## config.mk

```make
export PLATFORM = sky130hd
export DESIGN_NAME = mig_gate
export DESIGN_NICKNAME = d
export VERILOG_FILES = /design/src/mig_pkg.sv /design/src/mig_arbiter.sv /design/src/mig_gate.sv
export VERILOG_INCLUDE_DIRS = /design/src
export SDC_FILE = /design/constraint.sdc
export NUM_CORES = 1
export LEC_CHECK = 0
export BUFFER_PORTS_ARGS = -buffer_cell sky130_fd_sc_hd__clkbuf_2
export CAP_MARGIN = 20
export CORE_MARGIN = 5
export CORE_UTILIZATION = 35
export DETAILED_ROUTE_END_ITERATION = 8
export HOLD_SLACK_MARGIN = 0.06
export PLACE_DENSITY = 0.57
export SKIP_LAST_GASP = 1
export SLEW_MARGIN = 10
export SYNTH_ARGS = -nofsm -noshare
export SYNTH_HDL_FRONTEND = slang
export SYNTH_SLANG_ARGS = --single-unit
```

## constraint.sdc

```tcl
create_clock -name i_clk -period 2.8 [get_ports i_clk]
set_input_delay 0.28 -clock i_clk [delete_from_list [all_inputs] [get_ports i_clk]]
set_output_delay 0.28 -clock i_clk [all_outputs]
set_load 0.05 [all_outputs]
```

## src/mig_consts.svh

```systemverilog
// Constants for the maskable interrupt gating block
`ifndef MIG_CONSTS_SVH
`define MIG_CONSTS_SVH

// Register byte addresses on the APB
`define MIG_ADDR_PRI_A    16'hff20
`define MIG_ADDR_PRI_B    16'hff21
`define MIG_ADDR_EN_PORT  16'hff23
`define MIG_ADDR_EN_TMR   16'hff24
`define MIG_ADDR_EN_DSP   16'hff25
`define MIG_ADDR_FL_PORT  16'hff27
`define MIG_ADDR_FL_TMR   16'hff28
`define MIG_ADDR_FL_DSP   16'hff29
`define MIG_ADDR_MASK     16'hff2c
`define MIG_ADDR_STATUS   16'hff2d

// Reset values
`define MIG_RST_BYTE      8'h00
`define MIG_RST_MASK      2'h0

// Implemented bits per flag / enable register
`define MIG_IMPL_PORT     8'hf8
`define MIG_IMPL_TMR      8'hff
`define MIG_IMPL_DSP      8'hfc

// Priority field positions (low bit of each two-bit field)
`define MIG_PF_PORT1      6
`define MIG_PF_PORT0      4
`define MIG_PF_TMR1       2
`define MIG_PF_TMR0       0
`define MIG_PF_BYTE_TMR   6
`define MIG_PF_SERIAL     4
`define MIG_PF_CLOCK      2
`define MIG_PF_DISPLAY    0

`define MIG_NUM_FACTORS   19
`define MIG_NO_FACTOR     5'h1f
`define MIG_NMI_LEVEL     3'h4

`endif

```

## src/mig_pkg.sv

```systemverilog
// Types for the maskable interrupt gating block
package mig_pkg;
   typedef logic [1:0] mig_level_t;
   typedef logic [4:0] mig_factor_t;
   typedef enum logic [2:0] {
      MIG_BUS_IDLE   = 3'b001,
      MIG_BUS_SETUP  = 3'b010,
      MIG_BUS_ACCESS = 3'b100
   } mig_bus_e;
endpackage

```

## src/mig_arbiter.sv

```systemverilog
// Fixed-order arbiter picking the highest pending level and its factor
`timescale 1ns/1ps
`include "mig_consts.svh"
module mig_arbiter (
   input  wire logic                  i_clk,
   input  wire logic                  i_rst_n,
   input  wire logic [18:0]           i_pending,
   input  wire logic [37:0]           i_levels,
   output logic                       o_valid,
   output mig_pkg::mig_level_t        o_level,
   output mig_pkg::mig_factor_t       o_factor
);
   // Index 0 has highest default order; strict > keeps the earliest on ties
   logic [1:0] best_level;
   logic [4:0] best_factor;
   logic       best_valid;

   always_comb begin
      best_level  = 2'h0;
      best_factor = `MIG_NO_FACTOR;
      best_valid  = 1'b0;
      for (int k = 0; k < `MIG_NUM_FACTORS; k++) begin
         if (i_pending[k] && (!best_valid || i_levels[2*k +: 2] > best_level)) begin
            best_valid  = 1'b1;
            best_level  = i_levels[2*k +: 2];
            best_factor = 5'(k);
         end
      end
   end

   always_ff @(posedge i_clk or negedge i_rst_n) begin
      if (!i_rst_n) begin
         o_valid  <= 1'b0;
         o_level  <= 2'h0;
         o_factor <= `MIG_NO_FACTOR;
      end else begin
         o_valid  <= best_valid;
         o_level  <= best_level;
         o_factor <= best_factor;
      end
   end
endmodule

```

## src/mig_gate.sv

```systemverilog
// Maskable interrupt gating: flags, enables, priorities and CPU request
//
// The APB register port is this design's own decision.
`timescale 1ns/1ps
`include "mig_consts.svh"
//
// Contract
// - Nineteen maskable factors in eight systems each own a flag; watchdog has none.
// - A factor event sets its flag to one and holds it.
// - Writing one clears a set flag; writing zero leaves it.
// - Initial reset clears every factor flag.
// - Each flag has an enable; one lets it request, zero blocks.
// - Enable bits read back as last written.
// - Initial reset clears every enable bit.
// - Request only when flag, enable set and level above CPU mask.
// - CPU samples requests at each instruction's first opcode fetch.
// - A flag left set at handler return requests again.
// - Port1 line mismatches: flags bits 4-7, enables 4-7, priority A bits 6-7.
// - Port0 mismatch: flag bit 3, enable bit 3, priority A bits 4-5.
// - Timer0 underflow/compare: bits 3,4; priority A bits 0-1.
// - Timer1 underflow/compare: bits 5,6; priority A bits 2-3.
// - Display transfer done: bit 2; priority B bits 0-1.
// - Clock ticks and minute overflow: bits 3-7; priority B bits 2-3.
// - Priority field encodes levels 0 to 3; zero never interrupts.
// - Equal levels resolve by fixed default order; intra-system order fixed.
// - Initial reset clears every priority field to level zero.
// - Watchdog request acts at level four, regardless of CPU mask.
module mig_gate (
   input  wire logic        i_clk,
   input  wire logic        i_arst_n,
   input  wire logic        psel,
   input  wire logic        penable,
   input  wire logic        pwrite,
   input  wire logic [15:0] paddr,
   input  wire logic [31:0] pwdata,
   output logic      [31:0] prdata,
   output logic             pready,
   output logic             pslverr,
   input  wire logic [3:0]  i_port1_mismatch,
   input  wire logic        i_port0_mismatch,
   input  wire logic        i_timer0_underflow,
   input  wire logic        i_timer0_compare,
   input  wire logic        i_timer1_underflow,
   input  wire logic        i_timer1_compare,
   input  wire logic        i_byte_timer_underflow,
   input  wire logic        i_serial_rx_error,
   input  wire logic        i_serial_rx_done,
   input  wire logic        i_serial_tx_done,
   input  wire logic        i_display_xfer_done,
   input  wire logic [3:0]  i_tick_fall,
   input  wire logic        i_minute_overflow,
   input  wire logic        i_watchdog_nmi,
   input  wire logic [1:0]  i_cpu_mask,
   input  wire logic        i_opcode_fetch,
   output logic             o_irq_req,
   output logic [2:0]       o_irq_level,
   output logic [4:0]       o_irq_factor,
   output logic             o_irq_sample
);
   // ******************************************************************
   // Reset release
   // ******************************************************************
   logic rst_meta;
   logic rst_n;
   always_ff @(posedge i_clk or negedge i_arst_n) begin
      if (!i_arst_n) begin
         rst_meta <= 1'b0;
         rst_n    <= 1'b0;
      end else begin
         rst_meta <= 1'b1;
         rst_n    <= rst_meta;
      end
   end

   // ******************************************************************
   // APB decode
   // ******************************************************************
   function automatic logic hit(input logic [15:0] a, input logic [15:0] r);
      hit = (a == r);
   endfunction

   // Write-one-clear with set winning over clear
   function automatic logic [7:0] w1c(input logic [7:0] cur, input logic [7:0] set,
                                      input logic [7:0] clr, input logic [7:0] impl);
      w1c = ((cur & ~clr) | set) & impl;
   endfunction

   wire        wr_en     = psel && penable && pwrite;
   wire [7:0]  wbyte     = pwdata[7:0];
   wire        sel_pri_a = hit(paddr, `MIG_ADDR_PRI_A);
   wire        sel_pri_b = hit(paddr, `MIG_ADDR_PRI_B);
   wire        sel_en_p  = hit(paddr, `MIG_ADDR_EN_PORT);
   wire        sel_en_t  = hit(paddr, `MIG_ADDR_EN_TMR);
   wire        sel_en_d  = hit(paddr, `MIG_ADDR_EN_DSP);
   wire        sel_fl_p  = hit(paddr, `MIG_ADDR_FL_PORT);
   wire        sel_fl_t  = hit(paddr, `MIG_ADDR_FL_TMR);
   wire        sel_fl_d  = hit(paddr, `MIG_ADDR_FL_DSP);
   wire        sel_mask  = hit(paddr, `MIG_ADDR_MASK);
   wire        sel_stat  = hit(paddr, `MIG_ADDR_STATUS);
   wire        mapped    = sel_pri_a | sel_pri_b | sel_en_p | sel_en_t | sel_en_d |
                           sel_fl_p | sel_fl_t | sel_fl_d | sel_mask | sel_stat;

   // ******************************************************************
   // Registers
   // ******************************************************************
   logic [7:0] priority_select_a;
   logic [7:0] priority_select_b;
   logic [7:0] input_port_enables;
   logic [7:0] timer_serial_enables;
   logic [7:0] display_clock_enables;
   logic [7:0] input_port_flags;
   logic [7:0] timer_serial_flags;
   logic [7:0] display_clock_flags;

   // Event vectors placed at their flag bit positions
   wire [7:0] set_port = {i_port1_mismatch, i_port0_mismatch, 3'h0};
   wire [7:0] set_tmr  = {i_byte_timer_underflow, i_timer1_compare,
                          i_timer1_underflow, i_timer0_compare,
                          i_timer0_underflow, i_serial_tx_done,
                          i_serial_rx_done, i_serial_rx_error};
   wire [7:0] set_dsp  = {i_minute_overflow, i_tick_fall[0], i_tick_fall[1],
                          i_tick_fall[2], i_tick_fall[3], i_display_xfer_done,
                          2'h0};

   wire [7:0] clr_port = (wr_en && sel_fl_p) ? wbyte : `MIG_RST_BYTE;
   wire [7:0] clr_tmr  = (wr_en && sel_fl_t) ? wbyte : `MIG_RST_BYTE;
   wire [7:0] clr_dsp  = (wr_en && sel_fl_d) ? wbyte : `MIG_RST_BYTE;

   wire [7:0] next_fl_p = w1c(input_port_flags, set_port, clr_port, `MIG_IMPL_PORT);
   wire [7:0] next_fl_t = w1c(timer_serial_flags, set_tmr, clr_tmr, `MIG_IMPL_TMR);
   wire [7:0] next_fl_d = w1c(display_clock_flags, set_dsp, clr_dsp, `MIG_IMPL_DSP);

   always_ff @(posedge i_clk or negedge rst_n) begin
      if (!rst_n) begin
         input_port_flags    <= `MIG_RST_BYTE;
         timer_serial_flags  <= `MIG_RST_BYTE;
         display_clock_flags <= `MIG_RST_BYTE;
      end else begin
         input_port_flags    <= next_fl_p;
         timer_serial_flags  <= next_fl_t;
         display_clock_flags <= next_fl_d;
      end
   end

   flag_impl_a: assert property (@(posedge i_clk) disable iff (!rst_n)
      ((input_port_flags & ~`MIG_IMPL_PORT) == `MIG_RST_BYTE
         && (display_clock_flags & ~`MIG_IMPL_DSP) == `MIG_RST_BYTE))
      else $error("unimplemented flag bit set");

   // Set beats a same-cycle clear so no event is lost
   set_wins_a: assert property (@(posedge i_clk) disable iff (!rst_n)
      i_display_xfer_done |=> display_clock_flags[2])
      else $error("display event lost");

   always_ff @(posedge i_clk or negedge rst_n) begin
      if (!rst_n) begin
         input_port_enables    <= `MIG_RST_BYTE;
         timer_serial_enables  <= `MIG_RST_BYTE;
         display_clock_enables <= `MIG_RST_BYTE;
         priority_select_a     <= `MIG_RST_BYTE;
         priority_select_b     <= `MIG_RST_BYTE;
      end else if (wr_en) begin
         if (sel_en_p)  input_port_enables    <= wbyte & `MIG_IMPL_PORT;
         if (sel_en_t)  timer_serial_enables  <= wbyte & `MIG_IMPL_TMR;
         if (sel_en_d)  display_clock_enables <= wbyte & `MIG_IMPL_DSP;
         if (sel_pri_a) priority_select_a     <= wbyte;
         if (sel_pri_b) priority_select_b     <= wbyte;
      end
   end

   en_rst_a: assert property (@(posedge i_clk)
      $rose(rst_n) |-> (input_port_enables == `MIG_RST_BYTE
         && timer_serial_enables == `MIG_RST_BYTE && priority_select_b == `MIG_RST_BYTE))
      else $error("enables not cleared by reset");

   // Enables only move on a write to their own address
   en_keep_a: assert property (@(posedge i_clk) disable iff (!rst_n)
      !(wr_en && sel_en_p) |=> $stable(input_port_enables))
      else $error("port enables changed without write");

   // ******************************************************************
   // Per-factor level and pending vectors, default order index 0 first
   // ******************************************************************
   function automatic logic [1:0] fld(input logic [7:0] r, input int pos);
      fld = r[pos +: 2];
   endfunction

   wire [1:0] lv_p1 = fld(priority_select_a, `MIG_PF_PORT1);
   wire [1:0] lv_p0 = fld(priority_select_a, `MIG_PF_PORT0);
   wire [1:0] lv_t0 = fld(priority_select_a, `MIG_PF_TMR0);
   wire [1:0] lv_t1 = fld(priority_select_a, `MIG_PF_TMR1);
   wire [1:0] lv_bt = fld(priority_select_b, `MIG_PF_BYTE_TMR);
   wire [1:0] lv_si = fld(priority_select_b, `MIG_PF_SERIAL);
   wire [1:0] lv_ld = fld(priority_select_b, `MIG_PF_DISPLAY);
   wire [1:0] lv_ct = fld(priority_select_b, `MIG_PF_CLOCK);

   wire [7:0] act_p = input_port_flags & input_port_enables;
   wire [7:0] act_t = timer_serial_flags & timer_serial_enables;
   wire [7:0] act_d = display_clock_flags & display_clock_enables;

   // Order follows the vector table: port1 lines, port0, timers, serial, display, clock
   wire [18:0] factor_on = {act_d[7:2], act_t[2:0], act_t[7:3], act_p[3], act_p[7:4]};
   wire [37:0] factor_lv = {{6{lv_ct}} & {{5{2'h3}}, 2'h0} | {10'h0, lv_ld},
                            {3{lv_si}}, lv_bt, lv_t1, lv_t1, lv_t0, lv_t0,
                            lv_p0, {4{lv_p1}}};
   wire [18:0] factor_ok;
   genvar g;
   generate
      for (g = 0; g < `MIG_NUM_FACTORS; g++) begin : g_ok
         // Level above mask; level 0 never passes since mask is at least 0
         assign factor_ok[g] = factor_on[g] && (factor_lv[2*g +: 2] > i_cpu_mask);
      end
   endgenerate

   logic       arb_valid;
   logic [1:0] arb_level;
   logic [4:0] arb_factor;

   mig_arbiter u_arbiter (
      .i_clk     (i_clk),
      .i_rst_n   (rst_n),
      .i_pending (factor_ok),
      .i_levels  (factor_lv),
      .o_valid   (arb_valid),
      .o_level   (arb_level),
      .o_factor  (arb_factor)
   );

   // ******************************************************************
   // CPU request outputs
   // ******************************************************************
   // Watchdog bypasses the mask entirely
   wire       next_req    = i_watchdog_nmi | arb_valid;
   wire [2:0] next_level  = i_watchdog_nmi ? `MIG_NMI_LEVEL : {1'b0, arb_level};
   wire [4:0] next_factor = i_watchdog_nmi ? `MIG_NO_FACTOR : arb_factor;

   always_ff @(posedge i_clk or negedge rst_n) begin
      if (!rst_n) begin
         o_irq_req    <= 1'b0;
         o_irq_level  <= 3'h0;
         o_irq_factor <= `MIG_NO_FACTOR;
         o_irq_sample <= 1'b0;
      end else begin
         o_irq_req    <= next_req;
         o_irq_level  <= next_level;
         o_irq_factor <= next_factor;
         o_irq_sample <= i_opcode_fetch && next_req;
      end
   end

   // Level zero means off, never a request
   lvl_zero_a: assert property (@(posedge i_clk) disable iff (!rst_n)
      (o_irq_req && !o_irq_level[2]) |-> o_irq_level[1:0] != 2'h0)
      else $error("level zero request");

   sample_req_a: assert property (@(posedge i_clk) disable iff (!rst_n)
      o_irq_sample |-> o_irq_req)
      else $error("sample without request");

   // A maskable winner always names a real factor
   win_known_a: assert property (@(posedge i_clk) disable iff (!rst_n)
      (o_irq_req && !o_irq_level[2]) |-> o_irq_factor < 5'(`MIG_NUM_FACTORS))
      else $error("winner factor out of range");

   // Even the top mask level cannot hold the watchdog off
   nmi_mask_a: assert property (@(posedge i_clk) disable iff (!rst_n)
      (i_watchdog_nmi && i_cpu_mask == 2'h3) |=> o_irq_level == `MIG_NMI_LEVEL)
      else $error("watchdog held off by mask");

   // ******************************************************************
   // APB read and response
   // ******************************************************************
   wire [7:0] status_byte = {o_irq_req, o_irq_level, 4'h0};
   wire [7:0] rd_byte =
      sel_pri_a ? priority_select_a :
      sel_pri_b ? priority_select_b :
      sel_en_p  ? input_port_enables :
      sel_en_t  ? timer_serial_enables :
      sel_en_d  ? display_clock_enables :
      sel_fl_p  ? input_port_flags :
      sel_fl_t  ? timer_serial_flags :
      sel_fl_d  ? display_clock_flags :
      sel_mask  ? {6'h0, i_cpu_mask} :
      sel_stat  ? status_byte : `MIG_RST_BYTE;

   // Zero wait-state: pready rises at the edge that ends the setup cycle and starts the first access cycle
   wire setup_cyc = psel && !penable;
   always_ff @(posedge i_clk or negedge rst_n) begin
      if (!rst_n) begin
         pready  <= 1'b0;
         pslverr <= 1'b0;
         prdata  <= 32'h0000_0000;
      end else begin
         pready  <= setup_cyc;
         pslverr <= setup_cyc && !mapped;
         prdata  <= setup_cyc ? {24'h00_0000, rd_byte} : 32'h0000_0000;
      end
   end

   err_rdy_a: assert property (@(posedge i_clk) disable iff (!rst_n)
      pslverr |-> pready) else $error("error without ready");

   // Idle read data is zero so stale bytes never leak
   rdata_idle_a: assert property (@(posedge i_clk) disable iff (!rst_n)
      !pready |-> prdata == 32'h0000_0000) else $error("read data outside answer");

   // ******************************************************************
   // Checks
   // ******************************************************************
   flag_set_a: assert property (@(posedge i_clk) disable iff (!rst_n)
      i_timer0_underflow |=> timer_serial_flags[3])
      else $error("timer0 underflow did not set flag");

   flag_hold_a: assert property (@(posedge i_clk) disable iff (!rst_n)
      (input_port_flags[3] && !(wr_en && sel_fl_p && wbyte[3])) |=> input_port_flags[3])
      else $error("port0 flag dropped without clear");

   flag_clr_a: assert property (@(posedge i_clk) disable iff (!rst_n)
      (wr_en && sel_fl_d && wbyte[2] && !i_display_xfer_done) |=> !display_clock_flags[2])
      else $error("display flag not cleared by write one");

   en_wr_a: assert property (@(posedge i_clk) disable iff (!rst_n)
      (wr_en && sel_en_t) |=> timer_serial_enables == $past(wbyte))
      else $error("enable write not stored");

   gate_mask_a: assert property (@(posedge i_clk) disable iff (!rst_n)
      (!i_watchdog_nmi && factor_ok == 19'h0) |-> ##2 (!o_irq_req || $past(i_watchdog_nmi)
         || $past(factor_ok, 2) != 19'h0)) else $error("request without cause");

   nmi_level_a: assert property (@(posedge i_clk) disable iff (!rst_n)
      i_watchdog_nmi |=> (o_irq_req && o_irq_level == 3'h4))
      else $error("watchdog not at level four");

   pri_reset_a: assert property (@(posedge i_clk)
      $rose(rst_n) |-> (priority_select_a == 8'h00 && input_port_flags == 8'h00))
      else $error("reset values wrong");

   win_level_a: assert property (@(posedge i_clk) disable iff (!rst_n)
      (factor_ok[0] && !i_watchdog_nmi) ##1 !i_watchdog_nmi |=> (o_irq_req
         && o_irq_level[1:0] >= $past(lv_p1, 2))) else $error("winner level too low");

   apb_rdy_a: assert property (@(posedge i_clk) disable iff (!rst_n)
      (psel && !penable) |=> pready) else $error("apb not answered in one cycle");
endmodule

```

; ---- Word level (Yosys, flattened, before mapping)
; Cells that the tools add are included.
[totals]
input_bits = 76
regBits = 84
out_inout_bits = 44
[op_classes]
n_mux = 73
n_reduce_logical = 88
bitwise_logic = 23
eq_ne = 10
order_cmp = 30
[op_table]
columns = operator, count
row1 = "16-bit equality test, second input constant", 10
row2 = 8-bit 2-to-1 mux, 14
row3 = 5-bit 2-to-1 mux, 20
row4 = 2-bit > comparator, 30
row5 = 8-bit AND, 6
row6 = 1-bit logical AND, 45
row7 = 2-bit 2-to-1 mux, 19
row8 = 8-bit NOT, 3
row9 = 8-bit bitwise OR, 3
row10 = 1-bit logical NOT, 20
row11 = 1-bit 2-to-1 mux, 19
row12 = 1-bit logical OR, 18
row13 = 12-bit by 2-bit bitwise OR with 12-bit output, 1
row14 = 1-bit bitwise OR, 10
row15 = 2-bit AND reduction, 5
row16 = 3-bit 2-to-1 mux, 1

; ---- Depth between registers and ports, before layout
[depth]
depth_word = 75
mapped_depth = 107
depth_no_buf = 107

; ---- Modules after synthesis
; Synthesis repeated with hierarchy kept, for this count alone.
[unflattened]
cells_unflattened = 727
area_unflattened_um2 = 6522.5
[modules_own_cells]
columns = mod, area_per_inst_um2, cells_per_inst, n_inst
row1 = mig_gate, 4319.1, 429, 1
row2 = mig_arbiter, 2203.4, 298, 1

; ---- Worst setup path before layout
; Ideal clock, no wire load.
[synth_timing]
path_type = in2reg
start = in i_cpu_mask[1]
end = reg u_arbiter.o_factor[0]
stages = 102
n_path_buf = 0
required_ns = 2.717
setup_slack_ns = -15.603
t_arrival_ns = 18.320
path_cell_list = inv_1 > ha_1 > and2b_1 > o221ai_4 > nor2_1 > ha_1 > o21ai_0 > a21oi_1 > a21o_1 > o22ai_1 > ha_1 > nor2_1 > maj3_2 > o22ai_2 > nor2_1 > a21oi_1 > ha_1 > nor2_1 > [... 66 more ...] > nand3_1 > mux2i_1 > ha_1 > a21oi_1 > a21oi_1 > a31oi_1 > o21ai_0 > nor3_1 > nand2_1 > mux2i_1 > ha_1 > nor2b_1 > o21ai_0 > a211oi_1 > inv_1 > and2_1 > o311a_1 > a221o_1
[synth_between]
elab_chain_cells = 75
word_cells_on_any_way = 158
[synth_lines]
columns = item, line_no
row1 = start: declaration, mig_gate.sv:53  ; input wire logic [1:0] i_cpu_mask,
row2 = 2-bit > comparator, mig_gate.sv:211  ; assign factor_ok[g] = factor_on[g] && (factor_lv[2*g +: 2] > i_cpu_mask);
row3 = 1-bit logical AND, mig_gate.sv:211
row4 = 2-bit 2-to-1 mux or 1-bit 2-to-1 mux (tied branches), mig_arbiter.sv:23  ; if (i_pending[k] && (!best_valid || i_levels[2*k +: 2] > best_level)) begin
row5 = 2-bit > comparator or 1-bit logical NOT (tied branches), mig_arbiter.sv:23
row6 = 1-bit logical OR, mig_arbiter.sv:23
row7 = 1-bit logical AND, mig_arbiter.sv:23
row8 = 2-bit 2-to-1 mux or 1-bit 2-to-1 mux (tied branches), mig_arbiter.sv:23
row9 = 2-bit > comparator or 1-bit logical NOT (tied branches), mig_arbiter.sv:23
row10 = [... 60 more ...], --
row11 = 1-bit logical OR, mig_arbiter.sv:23
row12 = 1-bit logical AND, mig_arbiter.sv:23
row13 = 2-bit 2-to-1 mux or 1-bit 2-to-1 mux (tied branches), mig_arbiter.sv:23
row14 = 2-bit > comparator or 1-bit logical NOT (tied branches), mig_arbiter.sv:23
row15 = 1-bit logical OR, mig_arbiter.sv:23
row16 = 1-bit logical AND, mig_arbiter.sv:23
row17 = 5-bit 2-to-1 mux *, mig_arbiter.sv:23
row18 = named net u_arbiter.best_factor[0], mig_arbiter.sv:15  ; logic [4:0] best_factor;
row19 = end signal: assignment, mig_arbiter.sv:35  ; o_factor <= `MIG_NO_FACTOR;
row20 = end signal: assignment, mig_arbiter.sv:39  ; o_factor <= best_factor;
row21 = end: declaration, mig_arbiter.sv:11  ; output mig_pkg::mig_factor_t o_factor
; The timed path passes the listed nets; every way through them passes the cells marked *.
; A chain may end at the register's enable or synchronous reset.

; ---- Worst setup path in the final report
[layout_timing]
start = reg priority_select_a[7]
end = reg u_arbiter.o_factor[0]
[layout_between]
elab_chain_cells = 75
word_cells_on_any_way = 132
[layout_lines]
columns = item, line_no
row1 = start: declaration, mig_gate.sv:106  ; logic [7:0] priority_select_a;
row2 = start signal: assignment, mig_gate.sv:160  ; priority_select_a <= `MIG_RST_BYTE;
row3 = start signal: assignment, mig_gate.sv:166  ; if (sel_pri_a) priority_select_a <= wbyte;
row4 = 2-bit > comparator, mig_gate.sv:211
row5 = 1-bit logical AND, mig_gate.sv:211
row6 = 2-bit 2-to-1 mux or 1-bit 2-to-1 mux (tied branches), mig_arbiter.sv:23
row7 = 2-bit > comparator or 1-bit logical NOT (tied branches), mig_arbiter.sv:23
row8 = 1-bit logical OR, mig_arbiter.sv:23
row9 = 1-bit logical AND, mig_arbiter.sv:23
row10 = 2-bit 2-to-1 mux or 1-bit 2-to-1 mux (tied branches), mig_arbiter.sv:23
row11 = 2-bit > comparator or 1-bit logical NOT (tied branches), mig_arbiter.sv:23
row12 = [... 60 more ...], --
row13 = 1-bit logical OR, mig_arbiter.sv:23
row14 = 1-bit logical AND, mig_arbiter.sv:23
row15 = 2-bit 2-to-1 mux or 1-bit 2-to-1 mux (tied branches), mig_arbiter.sv:23
row16 = 2-bit > comparator or 1-bit logical NOT (tied branches), mig_arbiter.sv:23
row17 = 1-bit logical OR, mig_arbiter.sv:23
row18 = 1-bit logical AND, mig_arbiter.sv:23
row19 = 5-bit 2-to-1 mux *, mig_arbiter.sv:23
row20 = named net u_arbiter.best_factor[0], mig_arbiter.sv:15
; Marked as above.

==> impl.org <==
** Clocking
- Skew-Pair Late Insertion Delay :: ~0.36 ns
- Clock tree buffer depth :: 2
- After clock tree synthesis, the clock-pin slew on the worst setup and hold paths is around 0.070 ns.
- The tree is rooted in a sky130_fd_sc_hd__clkbuf_16.
- Clock tree from TritonCTS :: done
- The clock tree synthesis step divided the H-tree into 3 levels.
- Counting every sink on the clock net gives 84.
- Buffers inserted during clock tree synthesis total 9.

** Power and ir drop
- Summed over all cells, the static leakage comes to roughly 0.0041 uW.
- The share of total power dissipated in the clock network is 44.6%.
- Sequential cells burn between 40% and 50% of the power.
- Power spread over the standard cell area amounts to between 300 and 400 mW/mm^2.
- In this run the power spent charging and discharging nets is between 800 and 900 uW.
- VDD sags by at most ~0.00029 V.
- Combinational share of power :: between 10 and 15%
- Sw Ratio :: 27.44%
- Internal power comes to about 2200 uW.

** Logic synthesis
- Sequential-to-total area share from yosys stat :: 36.49%
- Combined area of all synthesized cells :: slightly below 0.006 sq mm
- In this run, synthesis produced a sequential element count of 84.
- EDFF count, synth :: 0
- Post-synthesis share of cell area spent on and, or, nand and nor gates :: 17.19%
- In the synthesized netlist, mux cells make up between 8 and 9% of the area.
- Dominant combinational cell family by area after synthesis :: compound AO/OA/AOI/OAI gates
- Number of unique standard cell types used by synthesis :: 83
- Summing the areas of all xor and xnor instances in the mapped netlist gives 0% of the synthesized area.
- Synth Flop Type :: sky130_fd_sc_hd__dfrtp_1
- Synthesized-area fraction occupied by adder cells :: 8.529%
- Synthesized-area fraction occupied by ao, oa, aoi and oai cells :: a little under a quarter
- Average cell area after synthesis :: around 9.5 sq um
- Number of warnings issued by yosys :: 0
- Cells after Synth :: 607
- Share of flip-flops with an asynchronous set or reset :: 100.0%

** Layout
- Non-filler cells in the finished layout :: ~1,100
- After routing the design area is approximately 0.0089 sq mm.
- Nets :: 1,025
- Of the cells placed in the final design, the portion with a size suffix greater than 1 is a little over half.
- Fill cells in the final layout number between 1,500 and 2,000.
- Relative area change from synthesis to final layout :: 52.88%
- Ant diodes :: 0

** Placement
- After legalization and detailed placement, the total HPWL measured 15,750 um.
- Including well taps, the total number of placed cells is around 1,100.
- Placed cell area :: ~0.0078 sq mm
- Global placement routability congestion :: roughly 0.96
- Input and output buffers added on the ports amount to 71.

** GRT
- In the global route stage, overall resource usage came out at between 20% and 30%.
- The initial antenna violation count was 0.
- Pin count of the biggest net entering global routing :: 44
- Via count of the first global-routing pass :: roughly 6,200
- Total congestion overflow after global routing :: 0
- The first global-routing pass estimated ~33,000 um of wire.

** STA
- The count of pins over their slew limit came to 0.
- After layout, the worst path uses 648.5% of the clock period.
- Total count of hold-check failures in the final report :: 0
- Period minus WS final :: roughly 18 ns
- FMAX :: approximately 0.055 GHz
- Normalized max-slew margin :: between 50% and 60%
- Final setup violation count :: 8
- Setup repair after global routing could not meet its margin everywhere.
- After routing, the total negative slack on setup checks comes to -107.03 ns.
- Fin Hold WS :: between 0.09 and 0.1 ns
- Slew of the pin with the lowest slew margin :: approximately 0.66 ns
- Setup slack on the critical path of the routed design comes to -15.36 ns.
- Final Skew :: 0.008339 ns

** Setup path
- Start-to-end type of the worst setup path :: reg -> reg
- Endpoint type of the worst setup path :: flop
- Slowest CP cell :: sky130_fd_sc_hd__dfrtp_2
- In this run the worst path has a maximum fanout of 4.
- For this run, the slowest stage of the critical path takes 0.42 ns.
- STA puts the critical path data required time at slightly above 3 ns.
- The worst setup path is launched from a flop.
- CP Data Arrival Time :: between 15 and 20 ns

** Route
- Dividing the detail-routed via count by the number of cells gives about 5.3.
- Wire length per cell :: ~19 um
- The first TritonRoute pass finished after 5 iterations.
- The first routing iteration left between 500 and 600 violations.
- # DRC :: 0
- The routed layout has between 6,000 and 7,000 vias.
- After detailed routing, the total wire length is between 20,000 and 25,000 um.
- Antenna violation net count after detailed routing :: 0

** Run status
- The flow ran to the end, but the final reports show violations.
- The checks that failed: negative setup slack.

** Floorplan
- Height of the die :: about 140 um
- Row count :: between 40 and 50
- The total area inside the core boundary comes to between 0.015 and 0.02 sq mm.
- Number of placed I/O pins :: 120
- Measured along the x axis, the die boundary spans 138.7 um.
- The floorplan step defined a die boundary enclosing approximately 0.019 sq mm.
- The initial utilization of the core area, before any placement, comes to a little over a third.

** Worst hold path
- The min-delay analysis places its worst path in the category in -> reg.

** Job
- Number of max-cap violations :: 0
[power by group through the flow]
stage	clock [uW]	combinational [uW]	sequential, uW
final	1330	405	1240
after global routing	1390	431	1250
after CTS	1340	387	1250
after detailed placement	0	359	1270
after global placement	0	353	1270
after floorplan	0	212	1290
[path summary, 6_finish.rpt]
kind	start	to	slack, ns	depth (start not counted)
worst max-delay path	priority_select_a[7]	u_arbiter.o_factor[0]	-15.36	107
worst min-delay path	i_port1_mismatch[2]	input_port_flags[6]	0.1	2
worst max register to register	priority_select_a[7]	u_arbiter.o_factor[0]	-15.36	107
worst min register to register	rst_n	input_port_flags[5]	0.35	0
max in group asynchronous	rst_n	u_arbiter.o_factor[0]	1.75	1
min in group asynchronous	i_arst_n	rst_n	0.23	2
[sequential cells by signal, indices dropped and copies added (netlist names)]
| name | flops |
|---|---|
| display_clock_enables | 6 |
| rst_n | 1 |
| timer_serial_enables | 8 |
| u_arbiter.o_level | 2 |
| timer_serial_flags | 8 |
| pslverr | 1 |
| display_clock_flags | 6 |
| pready | 1 |
| o_irq_level | 3 |
| o_irq_sample | 1 |
| o_irq_factor | 5 |
| input_port_enables | 5 |
| u_arbiter.o_factor | 5 |
| rst_meta | 1 |
| priority_select_b | 8 |
| o_irq_req | 1 |
| u_arbiter.o_valid | 1 |
| prdata | 8 |
| input_port_flags | 5 |
| priority_select_a | 8 |
[critical path: cells and delay by family (launching register included)]
family	cells	cell delay, ns
buf+inv	7	0.69
compound gates	45	6.86
simple gates	34	4.35
mux	2	0.49
flops	1	0.42
fa+ha+maj	19	5.28
[synthesized netlist by cell type (all sizes together), types with 6 or more instances]
library cell / instances / area share [%]
mux2i: 9 / 1.6
dfrtp: 74 / 32
buf: 26 / 3.4
a21o: 26 / 3.4
a21oi: 21 / 1.8
o22ai: 10 / 1.3
and2: 7 / 0.80
clkbuf: 10 / 0.65
nor3: 20 / 1.9
a31oi: 6 / 0.65
nand2: 63 / 4.1
o21ai: 32 / 2.8
ha: 36 / 7.8
nand3: 13 / 1.1
inv: 23 / 1.5
dfstp: 10 / 4.5
or2: 13 / 1.4
nor2b: 12 / 1.3
o2111ai: 10 / 1.8
a211oi: 13 / 2.0
a22oi: 8 / 1.0
mux2: 37 / 7.3
nor2: 45 / 3.0
[final cells by class]
type	count	area [sq um]	area share, %
Multi-Input combinational cell	486	3892	43.94
Timing Repair Buffer	309	2165	24.44
Sequential cell	84	2120	23.93
Tap cell	220	275.3	3.107
Clock buffer	10	229.0	2.585
Inverter	23	90.09	1.017
Clock inverter	6	87.58	0.9887
[repair_timing]
action | in CTS | in global routing
pin swaps | 77 | 69
endpoints found under the hold margin | 2 | 0
hold buffers | 1 | 0
gates resized for setup | 37 | 23
setup endpoints to repair | 8 | 8
cloned | 0 | 0
buffers inserted | 53 | 10
[logic make-up (layout without fill, tap and decap cells)]
kind of cell             count (synthesis)  in the layout
other                                    2             25
buffers and inverters                   60            348
multiplexers                            46             46
flip-flops                              84             84
AO/OA/AOI/OAI                          175            175
adder cells (fa/ha/maj)                 40             40
AND/OR/NAND/NOR                        200            200
[cell usage in the layout, fill, tap and decap left out, drive strengths merged, types with 3 or more instances in the layout]
master and count:
nor2 45, o2111ai 10, clkinv 3, nand4 3, mux2 37, a222oi 5, nor2b 12, a31oi 6
o211ai 4, and2b 4, o21bai 3, dfstp 10, buf 237, or3 4, dfrtp 74, or2 13
and2 7, nand2b 5, o21a 4, a22o 4, conb 25, ha 36, o221ai 3, nor4 3
nand3 13, inv 23, o31ai 5, a21oi 21, mux2i 9, o21ai 32, clkbuf 81, nand2 63
a21o 26, a22oi 8, o22ai 10, a211oi 13, maj3 4, nor3 20
[per-stage QoR]
step	total power, uW	setup slack (ns)	utilization, %
after detailed placement	1627	-15.68	47.43
after global placement	1620	-15.14	47.43
after global routing	3074	-16.38	53.99
final	2975	-15.36	53.99
after floorplan	1504	-14.89	-
after CTS	2973	-14.84	52.85
[layer usage]
layer / wire length, um / vias to the layer above / part of all wire [%] / track usage, %
met4: 533 / 0 / 2.5 / 8.393
met2: 10520 / 252 / 49 / 37.23
met3: 1345 / 43 / 6.2 / 2.931
met1: 9147 / 2956 / 42 / 27.89
li1: - / 2831 / - / -
met5: 0 / - / 0 / 0
Note: power is estimated with default switching activity, not from simulation.
